File: config.mk
export PLATFORM = sky130hd
export DESIGN_NAME = phone_tdm_slot_watchdog_ctrl
export DESIGN_NICKNAME = d
export VERILOG_FILES = /design/src/hdl/phone_tdm_pkg.sv /design/src/hdl/phone_tdm_slot_watchdog_ctrl.sv
export SDC_FILE = /design/constraint.sdc
export NUM_CORES = 1
export LEC_CHECK = 0
export ABC_CLOCK_PERIOD_IN_PS = 3660
export BUFFER_PORTS_ARGS = -buffer_cell sky130_fd_sc_hd__buf_2
export CAP_MARGIN = 40
export CORE_UTILIZATION = 55
export CTS_CLUSTER_DIAMETER = 40
export DETAILED_ROUTE_END_ITERATION = 8
export GPL_ROUTABILITY_DRIVEN = 0
export PLACE_DENSITY = 0.79
export SLEW_MARGIN = 30
export SYNTH_ARGS = -nofsm -noshare
export SYNTH_HDL_FRONTEND = slang
export SYNTH_SLANG_ARGS = --single-unit
File: constraint.sdc
create_clock -name clk_sys_i -period 3.66 [get_ports clk_sys_i]
set_input_delay 0.732 -clock clk_sys_i [delete_from_list [all_inputs] [get_ports clk_sys_i]]
set_output_delay 0.732 -clock clk_sys_i [all_outputs]
set_load 0.01 [all_outputs]
File: src/hdl/phone_tdm_pkg.sv
package phone_tdm_pkg;
  localparam logic [7:0] ADDR_CODEC_GAIN_1   = 8'h0A;
  localparam logic [7:0] ADDR_CODEC_GAIN_2   = 8'h0B;
  localparam logic [7:0] ADDR_TRANSDUCER     = 8'h0E;
  localparam logic [7:0] ADDR_GENERAL        = 8'h0F;
  localparam logic [7:0] ADDR_WATCHDOG_KEY   = 8'h11;
  localparam logic [7:0] ADDR_SEGMENT_1      = 8'h12;
  localparam logic [7:0] ADDR_SEGMENT_2      = 8'h13;
  localparam logic [7:0] ADDR_CONTROL_SLOT   = 8'h14;
  localparam logic [7:0] ADDR_SLOT_TIMING    = 8'h15;
  localparam logic [7:0] ADDR_LOOPBACK       = 8'h16;
  localparam logic [7:0] ADDR_RECEIVE_GAIN   = 8'h1D;
  localparam logic [7:0] ADDR_SIGNAL_PROC    = 8'h1E;
  localparam logic [7:0] ADDR_TX_AUDIO_GAIN  = 8'h20;
  localparam logic [7:0] ADDR_TX_KEYTONE     = 8'h21;
  localparam logic [7:0] ADDR_TONE_COEF_1    = 8'h23;
  localparam logic [7:0] ADDR_TONE_COEF_2    = 8'h24;
  localparam logic [7:0] ADDR_WARBLE_RATE    = 8'h26;
  // storage index of each register that the logic itself reads
  localparam int NUM_REGS = 16;
  localparam logic [3:0] IDX_CODEC_GAIN_2  = 4'h1;
  localparam logic [3:0] IDX_GENERAL       = 4'h3;
  localparam logic [3:0] IDX_CONTROL_SLOT  = 4'h6;
  localparam logic [3:0] IDX_SLOT_TIMING   = 4'h7;
  localparam logic [3:0] IDX_LOOPBACK      = 4'h8;
  localparam logic [3:0] IDX_SIGNAL_PROC   = 4'hA;
  localparam logic [3:0] IDX_TONE_COEF_1   = 4'hD;
  localparam logic [3:0] IDX_TONE_COEF_2   = 4'hE;
  localparam logic [3:0] IDX_WARBLE_RATE   = 4'hF;
  localparam logic [7:0] RESET_REG          = 8'h00;
  localparam logic [7:0] RESET_CONTROL_SLOT = 8'hFF;
  // field positions
  localparam int BIT_C_CHANNEL_EN   = 0;
  localparam int BIT_B1_EN          = 1;
  localparam int BIT_B2_EN          = 2;
  localparam int BIT_INBOUND_LOOP   = 0;
  localparam int BIT_OUTBOUND_LOOP  = 1;
  localparam int BIT_ROUTE_EN       = 0;
  localparam int BIT_TONE_OPTION    = 0;
  localparam int POS_ATTEN          = 4;
  localparam int KEY_BITS           = 5;
  localparam logic [4:0] WATCHDOG_KEY = 5'h0A;
  // frame structure
  localparam int SLOTS_PER_FRAME    = 32;
  localparam int BITS_PER_SLOT      = 8;
  localparam int WDOG_FRAMES        = 4096;
endpackage

File: src/hdl/phone_tdm_slot_watchdog_ctrl.sv
`timescale 1ns/1ps
`default_nettype none
module phone_tdm_slot_watchdog_ctrl #(
  parameter int WDOG_FRAMES = phone_tdm_pkg::WDOG_FRAMES
) (
  input  wire logic       clk_sys_i,
  input  wire logic       reset_i,
  input  wire logic       power_up_reset_n_i,
  input  wire logic       bit_clock_in_i,
  input  wire logic       frame_pulse_in_i,
  input  wire logic       tdm_data_in_i,
  output logic            tdm_data_out_o,
  output logic            tdm_data_out_oe_o,
  input  wire logic [7:0] reg_addr_i,
  input  wire logic [7:0] reg_wdata_i,
  input  wire logic       reg_wr_i,
  input  wire logic       reg_rd_i,
  output logic      [7:0] reg_rdata_o,
  output logic            reg_rvalid_o,
  input  wire logic [7:0] pcm_tx_byte_i,
  output logic      [7:0] pcm_rx_byte_o,
  output logic            pcm_rx_valid_o,
  output logic            codec_tone_mute_o,
  output logic            tone_gate_o,
  output logic            loudness_enable_o,
  output logic      [1:0] ringer_tone_attenuation_o,
  output logic            watchdog_out_o
);
  localparam int CW = $clog2(WDOG_FRAMES) + 1;
  localparam logic [CW-1:0] WDOG_LAST = CW'(WDOG_FRAMES - 1);

  typedef struct packed {
    logic                                         c4_s1, c4_s2, c4_s3;
    logic                                         fp_s1, fp_s2, fp_s3;
    logic                                         din_s1, din_s2;
    logic                                         por_s1, por_s2, por_s3;
    logic                                         framed;
    logic                                         ph;
    logic [7:0]                                   bitcnt;
    logic [7:0]                                   tx_sh;
    logic [7:0]                                   rx_sh;
    logic                                         last_in;
    logic [7:0]                                   cch_rx;
    logic                                         dout;
    logic                                         doe;
    logic [7:0]                                   pcm_rx;
    logic                                         pcm_v;
    logic [phone_tdm_pkg::NUM_REGS-1:0][7:0]      regs;
    logic [7:0]                                   rdata;
    logic                                         rvalid;
    logic [CW-1:0]                                wcnt;
    logic                                         wout;
    logic [7:0]                                   half_cnt;
    logic [7:0]                                   warb_cnt;
    logic                                         tsel;
    logic                                         sq;
    logic                                         gate;
    logic                                         loud;
    logic [1:0]                                   atten;
    logic                                         mute;
  } state_s;

  state_s s_q;
  state_s s_d;
  state_s rst_v;

  // decodes an address into {present, storage index}
  function automatic logic [4:0] reg_slot(input logic [7:0] a);
    logic [4:0] r;
    r = 5'h00;
    unique case (a)
      phone_tdm_pkg::ADDR_CODEC_GAIN_1:  r = 5'h10;
      phone_tdm_pkg::ADDR_CODEC_GAIN_2:  r = 5'h11;
      phone_tdm_pkg::ADDR_TRANSDUCER:    r = 5'h12;
      phone_tdm_pkg::ADDR_GENERAL:       r = 5'h13;
      phone_tdm_pkg::ADDR_SEGMENT_1:     r = 5'h14;
      phone_tdm_pkg::ADDR_SEGMENT_2:     r = 5'h15;
      phone_tdm_pkg::ADDR_CONTROL_SLOT:  r = 5'h16;
      phone_tdm_pkg::ADDR_SLOT_TIMING:   r = 5'h17;
      phone_tdm_pkg::ADDR_LOOPBACK:      r = 5'h18;
      phone_tdm_pkg::ADDR_RECEIVE_GAIN:  r = 5'h19;
      phone_tdm_pkg::ADDR_SIGNAL_PROC:   r = 5'h1A;
      phone_tdm_pkg::ADDR_TX_AUDIO_GAIN: r = 5'h1B;
      phone_tdm_pkg::ADDR_TX_KEYTONE:    r = 5'h1C;
      phone_tdm_pkg::ADDR_TONE_COEF_1:   r = 5'h1D;
      phone_tdm_pkg::ADDR_TONE_COEF_2:   r = 5'h1E;
      phone_tdm_pkg::ADDR_WARBLE_RATE:   r = 5'h1F;
      default:                           r = 5'h00;
    endcase
    return r;
  endfunction

  function automatic state_s reset_state();
    state_s r;
    r = '0;
    for (int i = 0; i < phone_tdm_pkg::NUM_REGS; i++) begin
      r.regs[i] = phone_tdm_pkg::RESET_REG;
    end
    r.regs[phone_tdm_pkg::IDX_CONTROL_SLOT] = phone_tdm_pkg::RESET_CONTROL_SLOT;
    // reset pin idles high; a cleared synchroniser would fake a power-up reset
    {r.por_s1, r.por_s2, r.por_s3} = 3'b111;
    return r;
  endfunction

  logic       c4_fall;
  logic       fp_low;
  logic       fp_fall;
  logic       drive_ev;
  logic       sample_ev;
  logic [7:0] drive_bit;
  logic       c_en;
  logic       b1_en;
  logic       b2_en;
  logic       lb_in;
  logic       lb_out;
  logic       route_en;
  logic       tone_mode;
  logic       key_wr;
  logic       key_ok;
  logic [4:0] wslot;
  logic [4:0] rslot;
  logic       rin;
  logic [7:0] rx_byte;
  logic [7:0] load_byte;
  logic [7:0] coef;

  always_comb begin
    s_d = s_q;
    rst_v = reset_state();
    rx_byte = '0;
    load_byte = '0;
    // first stage of each synchroniser feeds only the second
    s_d.c4_s1  = bit_clock_in_i;
    s_d.c4_s2  = s_q.c4_s1;
    s_d.c4_s3  = s_q.c4_s2;
    s_d.fp_s1  = frame_pulse_in_i;
    s_d.fp_s2  = s_q.fp_s1;
    s_d.fp_s3  = s_q.fp_s2;
    s_d.din_s1 = tdm_data_in_i;
    s_d.din_s2 = s_q.din_s1;
    s_d.por_s1 = power_up_reset_n_i;
    s_d.por_s2 = s_q.por_s1;
    s_d.por_s3 = s_q.por_s2;

    c_en     = s_q.regs[phone_tdm_pkg::IDX_SLOT_TIMING][phone_tdm_pkg::BIT_C_CHANNEL_EN];
    b1_en    = s_q.regs[phone_tdm_pkg::IDX_SLOT_TIMING][phone_tdm_pkg::BIT_B1_EN];
    b2_en    = s_q.regs[phone_tdm_pkg::IDX_SLOT_TIMING][phone_tdm_pkg::BIT_B2_EN];
    lb_in    = s_q.regs[phone_tdm_pkg::IDX_LOOPBACK][phone_tdm_pkg::BIT_INBOUND_LOOP];
    lb_out   = s_q.regs[phone_tdm_pkg::IDX_LOOPBACK][phone_tdm_pkg::BIT_OUTBOUND_LOOP];
    route_en = s_q.regs[phone_tdm_pkg::IDX_GENERAL][phone_tdm_pkg::BIT_ROUTE_EN];
    tone_mode = s_q.regs[phone_tdm_pkg::IDX_SIGNAL_PROC][phone_tdm_pkg::BIT_TONE_OPTION];

    c4_fall   = s_q.c4_s3 & ~s_q.c4_s2;
    fp_low    = ~s_q.fp_s2;
    fp_fall   = s_q.fp_s3 & ~s_q.fp_s2;
    // a fall with the pulse low restarts bit 0; a second-half fall opens the next bit
    drive_ev  = c4_fall & (fp_low | (s_q.framed & s_q.ph));
    sample_ev = c4_fall & ~fp_low & s_q.framed & ~s_q.ph;
    drive_bit = fp_low ? 8'h00 : s_q.bitcnt + 8'h01;

    // outbound loopback replaces the pin with our own driven bit
    rin = lb_out ? s_q.dout : s_q.din_s2;

    if (drive_ev) begin
      s_d.framed = 1'b1;
      s_d.ph     = 1'b0;
      s_d.bitcnt = drive_bit;
      if (drive_bit[2:0] == 3'h0) begin
        unique case (drive_bit[7:3])
          5'd0:    load_byte = s_q.regs[phone_tdm_pkg::IDX_CONTROL_SLOT];
          5'd1:    load_byte = b1_en ? pcm_tx_byte_i : 8'h00;
          5'd2:    load_byte = (b2_en && !b1_en) ? pcm_tx_byte_i : 8'h00;
          default: load_byte = 8'h00;
        endcase
        s_d.dout  = load_byte[7];
        s_d.tx_sh = {load_byte[6:0], 1'b0};
      end else begin
        s_d.dout  = s_q.tx_sh[7];
        s_d.tx_sh = {s_q.tx_sh[6:0], 1'b0};
      end
      unique case (drive_bit[7:3])
        5'd0: begin
          s_d.doe = c_en;
          if (lb_in && c_en) begin
            s_d.dout = s_q.last_in;
          end
        end
        5'd1: begin
          s_d.doe = 1'b1;
          if (lb_in && b1_en) begin
            s_d.dout = s_q.last_in;
          end else if (!b1_en) begin
            s_d.dout = 1'b0;
          end
        end
        5'd2: begin
          s_d.doe = 1'b1;
          if (lb_in && b2_en) begin
            s_d.dout = s_q.last_in;
          end else if (!(b2_en && !b1_en)) begin
            s_d.dout = 1'b0;
          end
        end
        default: s_d.doe = 1'b0;
      endcase
    end else if (c4_fall && !fp_low && s_q.framed) begin
      s_d.ph = 1'b1;
    end

    s_d.pcm_v = 1'b0;
    if (sample_ev) begin
      s_d.last_in = rin;
      rx_byte     = {s_q.rx_sh[6:0], rin};
      s_d.rx_sh   = rx_byte;
      if (s_q.bitcnt[2:0] == 3'h7) begin
        unique case (s_q.bitcnt[7:3])
          5'd0: s_d.cch_rx = rx_byte;
          5'd1: begin
            if (b1_en) begin
              s_d.pcm_rx = rx_byte;
              s_d.pcm_v  = 1'b1;
            end
          end
          5'd2: begin
            if (b2_en && !b1_en) begin
              s_d.pcm_rx = rx_byte;
              s_d.pcm_v  = 1'b1;
            end
          end
          default: s_d.pcm_v = 1'b0;
        endcase
      end
    end

    // register port
    wslot = reg_slot(reg_addr_i);
    rslot = reg_slot(reg_addr_i);
    if (reg_wr_i && wslot[4]) begin
      s_d.regs[wslot[3:0]] = reg_wdata_i;
    end
    s_d.rvalid = reg_rd_i;
    if (reg_rd_i) begin
      if (reg_addr_i == phone_tdm_pkg::ADDR_CONTROL_SLOT) begin
        s_d.rdata = s_q.cch_rx;
      end else if (rslot[4]) begin
        s_d.rdata = s_q.regs[rslot[3:0]];
      end else begin
        s_d.rdata = 8'h00;
      end
    end

    // watchdog; a correct key write beats an interval end in the same cycle
    key_wr = reg_wr_i && (reg_addr_i == phone_tdm_pkg::ADDR_WATCHDOG_KEY);
    key_ok = key_wr && (reg_wdata_i[phone_tdm_pkg::KEY_BITS-1:0] == phone_tdm_pkg::WATCHDOG_KEY);
    if (!s_q.por_s2) begin
      s_d.wout = 1'b1;
      s_d.wcnt = '0;
    end else if (!s_q.por_s3) begin
      s_d.wout = 1'b0;
      s_d.wcnt = '0;
    end else if (key_ok) begin
      s_d.wout = 1'b0;
      s_d.wcnt = '0;
    end else if (fp_fall) begin
      // wrong keys do not restart, so the interval simply runs out
      if (s_q.wcnt == WDOG_LAST) begin
        s_d.wcnt = '0;
        s_d.wout = ~s_q.wout;
      end else begin
        s_d.wcnt = s_q.wcnt + CW'(1);
      end
    end

    // tone control: half periods and warble step count in frame ticks
    coef = s_q.tsel ? s_q.regs[phone_tdm_pkg::IDX_TONE_COEF_2] : s_q.regs[phone_tdm_pkg::IDX_TONE_COEF_1];
    if (fp_fall) begin
      if (s_q.half_cnt >= coef) begin
        s_d.half_cnt = 8'h00;
        s_d.sq       = ~s_q.sq;
      end else begin
        s_d.half_cnt = s_q.half_cnt + 8'h01;
      end
      if (s_q.warb_cnt >= s_q.regs[phone_tdm_pkg::IDX_WARBLE_RATE]) begin
        s_d.warb_cnt = 8'h00;
        s_d.tsel     = ~s_q.tsel;
      end else begin
        s_d.warb_cnt = s_q.warb_cnt + 8'h01;
      end
    end
    s_d.mute  = tone_mode;
    s_d.gate  = route_en & tone_mode & s_q.sq;
    s_d.loud  = route_en;
    s_d.atten = s_q.regs[phone_tdm_pkg::IDX_CODEC_GAIN_2][phone_tdm_pkg::POS_ATTEN +: 2];

    // power-up reset reloads the map's reset values but keeps the synchronisers running
    if (!s_q.por_s2) begin
      s_d.regs   = rst_v.regs;
      s_d.framed = 1'b0;
      s_d.doe    = 1'b0;
    end
  end

  always_ff @(posedge clk_sys_i) begin
    if (reset_i) begin
      s_q <= reset_state();
    end else begin
      s_q <= s_d;
    end
  end

  assign tdm_data_out_o            = s_q.dout;
  assign tdm_data_out_oe_o         = s_q.doe;
  assign reg_rdata_o               = s_q.rdata;
  assign reg_rvalid_o              = s_q.rvalid;
  assign pcm_rx_byte_o             = s_q.pcm_rx;
  assign pcm_rx_valid_o            = s_q.pcm_v;
  assign codec_tone_mute_o         = s_q.mute;
  assign tone_gate_o               = s_q.gate;
  assign loudness_enable_o         = s_q.loud;
  assign ringer_tone_attenuation_o = s_q.atten;
  assign watchdog_out_o            = s_q.wout;
endmodule
`default_nettype wire

# [Word level (Yosys, flattened, before mapping)]
# Memory sizes are Yosys's and may differ from the RTL's.
# Cells that the tools add are included.
[word_totals] regBits=230 romBits=640 input_bits=32 out_inout_bits=26 elab_cells=156 n_memories=2
[classes] n_addsub=4 n_lt_le_gt_ge=5 eq_ne=13 mux=36 n_bitwise=20 reduce_logical=26
[mem_list] name="(no name shown)" words=64 word_bits=5 rd=1 rd_ports_with_merged_regs=0 write_ports=0 line_no="phone_tdm_slot_watchdog_ctrl.sv:71" source="unique case (a)"
[mem_list] name="(no name shown)" words=64 word_bits=5 rd=1 rd_ports_with_merged_regs=0 write_ports=0 line_no="phone_tdm_slot_watchdog_ctrl.sv:71"
[op_table] cell="128-bit bitwise mux" n=1
[op_table] cell="8-bit two-way mux" n=11
[op_table] cell="8-bit binary-select mux with 4-bit select" n=1
[op_table] cell="8-bit demux with 4-bit select" n=1
[op_table] cell="8-bit by 1-bit adder with 8-bit output, second input constant" n=3
[op_table] cell="8-bit case mux with 3 select lines" n=1
[op_table] cell="9-bit two-way mux" n=2
[op_table] cell="8-bit by 5-bit equality test with 1-bit output, second input constant" n=2
[op_table] cell="8-bit >= comparator" n=2
[op_table] cell="8-bit case mux with 2 select lines" n=1
[op_table] cell="13-bit by 1-bit adder with 13-bit output, second input constant" n=1
[op_table] cell="13-bit by 12-bit equality test with 1-bit output, second input constant" n=1
[op_table] cell="13-bit two-way mux" n=1
[op_table] cell="1-bit two-way mux" n=12
[op_table] cell="5-bit by 1-bit equality test with 1-bit output, second input constant" n=2
[op_table] cell="5-bit by 2-bit equality test with 1-bit output, second input constant" n=2
[op_table] cell="1-bit logical AND" n=10
[op_table] cell="5-bit logical NOT" n=2
[op_table] cell="4-bit by 5-bit < comparator with 1-bit output, second input constant" n=2
[op_table] cell="5-bit two-way mux" n=2
[op_table] cell="1-bit inverter" n=10
[op_table] cell="1-bit bitwise AND" n=9
[op_table] cell="4-bit by 2-bit inequality test with 1-bit output, second input constant" n=2
[op_table] cell="2-bit AND reduction" n=3
[op_table] cell="16 further kinds" n=20

# [Longest topological paths before layout]
[depth] ltp_word=8 depth_mapped=13 mapped_depth_nobuf=10

# [Worst setup path after synthesis]
# No wires, ideal clock.
[synth_timing] kind="input -> register" from="in reg_addr_i[1]" to="reg s_q, in the netlist reg_rdata_o[1]" setup_ns=0.088 arrival_time_ns=3.031 required_time_ns=3.572 setup_slack_ns=0.541 cell_stages=12 n_path_buf=2 path_cell_list="inv_1 -> ha_1 -> and4b_1 -> a211oi_4 -> and2_1 -> buf_4 -> buf_6 -> nand2_1 -> and4_1 -> a2111o_1 -> or4_1 -> a311oi_2"
[synth_via] elab_chain_cells=6 elab_cells_between_ends=7 classes_between="1 x eq/ne; 5 x mux; 1 x memory"
[synth_rtl] item="from (decl)" line_no="phone_tdm_slot_watchdog_ctrl.sv:14" source="input wire logic [7:0] reg_addr_i,"
[synth_rtl] item="memory read 64 x 5 bit"
[synth_rtl] item="5-bit two-way mux" line_no="phone_tdm_slot_watchdog_ctrl.sv:71"
[synth_rtl] item="8-bit binary-select mux with 4-bit select" line_no="phone_tdm_slot_watchdog_ctrl.sv:246" source="s_d.rdata = s_q.regs[rslot[3:0]];"
[synth_rtl] item="8-bit two-way mux (not written as such)" line_no="phone_tdm_slot_watchdog_ctrl.sv:246"
[synth_rtl] item="8-bit two-way mux" line_no="phone_tdm_slot_watchdog_ctrl.sv:245" source="end else if (rslot[4]) begin"
[synth_rtl] item="8-bit two-way mux *" line_no="phone_tdm_slot_watchdog_ctrl.sv:243" source="if (reg_addr_i == phone_tdm_pkg::ADDR_CONTROL_SLOT) begin"
[synth_rtl] item="to (signal assigned)" line_no="phone_tdm_slot_watchdog_ctrl.sv:305" source="s_q <= reset_state();"
[synth_rtl] item="to (decl)" line_no="phone_tdm_slot_watchdog_ctrl.sv:63" source="state_s s_q;"
# Every way passes the cells marked *; elsewhere a longest branch is shown, timed or not. The select of a mux whose other input is x is not followed.
# A chain may end at the register's enable or synchronous reset.

# [Worst setup path in the final report]
[layout_timing] from="in reg_addr_i[1]" to="reg s_q, in the netlist reg_rdata_o[4]"
# Same word-level chain as after synthesis.

==> run metrics <==
PortBufs=57; Post-synth top flop=dfxtp_1; crit start category=input pin; worst-skew pair later-pin latency=0.55 ns; WS Path Type=input pin to register; Top Usage Layer GRT=met2; Setup TNS Final=0 ns; total power=5.96 mW; GR Overflow Total=0; minimum clock period=3.21 ns; Crit path depth=12; Via density=6.07; fin crit share=0.878; P_leak=4.60 nW; final net count=1408; largest net degree at the start of global routing=67; antenna-violating nets left=0; Worst Clk Skew=0.0102 ns; clock sinks=228; VDD IR max=0.305 mV; highest clock rate=311 MHz; synthesized instance count=1320; max_slew headroom=0.496; First-pass DRT Iterations=6; Hold-fix buffers, CTS=0; clock tree buffer depth=3; CP max stage cell=nor4_1; # H-tree levels=1; endpoints failing hold=0; reg-to-reg startpoint=s_q[212]$_SDFFE_PP0P_; register area=4560 µm²; Largest delay share family, worst path=simple AND/OR/NAND/NOR gates; Power Dens Cells=478 nW/µm²; Die Ht=143 µm; top cells by count, synth=228 x dfxtp_1, 175 x nand2_1, 144 x nor2_1; initial core utilization=0.560; setup ws final=0.448 ns; R2R depth=8; Core Area=19500 µm²; Worst Path Required=4.13 ns; routed vias=9931; pre-CTS WS=-0.0377 ns; reg-to-reg endpoint=tdm_data_out_o$_SDFFE_PP0P_; worst-path cell chain=buf_2 -> inv_1 -> ha_1 -> and4b_1 -> a211oi_4 -> nand2_1 -> buf_4 -> nand4_1 -> o221ai_1 -> nor4_1 -> a22oi_1 -> a211oi_1; Setup Fix Bufs, Post-CTS=0; WL per Instance=18.9 µm; Global Route met3 Usage=0.0600; Ys Warns=0; Routed Wire Length=30900 µm; placement row count=51; Netlist Area Pre-Place=10900 µm²; mean area per synthesized cell=8.26 µm²; Worst Setup EP=reg_rdata_o[4]$_SDFFE_PP0P_; CP Buf/Inv Count=3; CP peak stage delay=0.54 ns; CP Capture Type=register; area fraction of the dominant cell type after synthesis=0.419; vias in the first global route=9077; Iteration-0 DRC Markers=1066; final slew viol count=0; CTS tree=done; clock slew seen by the registers of the worst setup and hold paths=0.06 ns; die area=20400 µm²; DRC Markers=0; Post-synth EDFFs=0; top-level port count=58; FILL cells=1616; count leader, synth=dfxtp_1; Antenna Cells=0; Worst Setup SP=reg_addr_i[1]; GR Util All Layers=0.303; Crit path arrival time=3.68 ns; RSZ-0062 raised after global routing=false; Yosys cell types=80; chip width=143 µm; fin util=0.641; # setup viols final=0; GR Util met1=0.407; area leader, netlist=dfxtp_1; Maximum Capacitance Violations=0; Clock Root Buffer=clkbuf_16; layout cell share with drive strength beyond 1=0.140; met2 usage=0.482; Multi-input gate area=5770 µm²; number of synthesized register bits=228; Syn Nets=1381; first-pass GRT wire length=48300 µm; R2R setup slack=1.03 ns; initial antenna violation count=1; CTS Buf Count=30; sequential cell area fraction in the yosys report=0.419; CP max FO=8; P&R area growth vs syn=14.5%; post-CTS sizing=0; status=finished clean; synth top area cells=dfxtp_1 42%, mux2i_1 6.3%, nand3_1 6.2%, nand2_1 6.0%, a21oi_1 5.8%; dpl hpwl=20900 µm; Worst Tran Pin Value=0.753 ns; asr flop ratio synth=0; Hold Path Class=input pin to register
==> kinds of logic after synthesis <==
group	synth area share
AO/OA/AOI/OAI	0.151
adder cells (fa/ha/maj)	0.0333
multiplexers	0.0685
AND/OR/NAND/NOR	0.249
buffers and inverters	0.0543
XOR/XNOR	0.0249
flip-flops	0.419
==> through the flow <==
stage / cell area, µm² / hold WS [ns] / cells
2_1_floorplan: 10900 / 0.389 / 1320
3_3_place_gp: 11400 / 0.407 / 1578
3_5_place_dp: 11400 / 0.399 / 1578
4_1_cts: 12500 / 0.360 / 1633
5_1_grt: 12500 / 0.370 / 1635
6_report: 12500 / 0.364 / 1635
==> layer usage <==
layer  vias to the layer above  share of wire
li1                       4681              -
met1                      4623           0.41
met2                       523           0.44
met3                       102           0.10
met4                         2          0.040
met5                         -        0.00039
==> cells in the final DEF, fill, tap and decap left out, types with 6 or more instances in the layout <==
master     count
o21ai_0       26
nor2_1       139
ha_1          29
a211oi_1      13
or3_1          7
o22ai_1       11
nand2_1      175
nand4_1       16
buf_2         57
xor2_1        21
a21oi_1      126
dfxtp_1      228
nor2b_1       18
nor3_1        25
inv_1         16
o22a_1         7
clkbuf_16     31
mux2i_1       69
or2_2          6
xnor2_1       10
buf_4         41
nand2b_1      12
a22oi_1       10
nand3_1      136
==> cell type report <==
class | instances | area share
clock inverter | 20 | 0.0216
tap | 265 | 0.0266
timing repair buffer | 102 | 0.0527
sequential | 228 | 0.366
inverter | 17 | 0.00511
multi-input combinational | 968 | 0.462
clock buffer | 35 | 0.0658
==> sequential cells by signal, summed over array words and instances (netlist names), 2 cells and up <==
register and cells:
pcm_rx_byte_o 8, reg_rdata_o 8, ringer_tone_attenuation_o 2, s_d 10
s_q 186
==> worst min path at each step <==
stage / start / to / slack, ns / cells past startpoint
after floorplan: s_d[221]$_SDFF_PP1_ / s_d[220]$_SDFF_PP1_ / 0.39 / 1
after global placement: s_d[221]$_SDFF_PP1_ / s_d[220]$_SDFF_PP1_ / 0.41 / 1
after detailed placement: s_d[221]$_SDFF_PP1_ / s_d[220]$_SDFF_PP1_ / 0.40 / 1
after CTS: power_up_reset_n_i / s_d[221]$_SDFF_PP1_ / 0.36 / 2
after global routing: power_up_reset_n_i / s_d[221]$_SDFF_PP1_ / 0.37 / 2
final: power_up_reset_n_i / s_d[221]$_SDFF_PP1_ / 0.36 / 2
==> power by group <==
part	internal, mW	total [mW]	switching (mW)
Combinational	0.100	0.325	0.224
Clock	1.97	3.13	1.15
Sequential	2.50	2.51	0.0141
Total	4.57	5.96	1.39
Note: power is estimated with default switching activity, not from simulation.
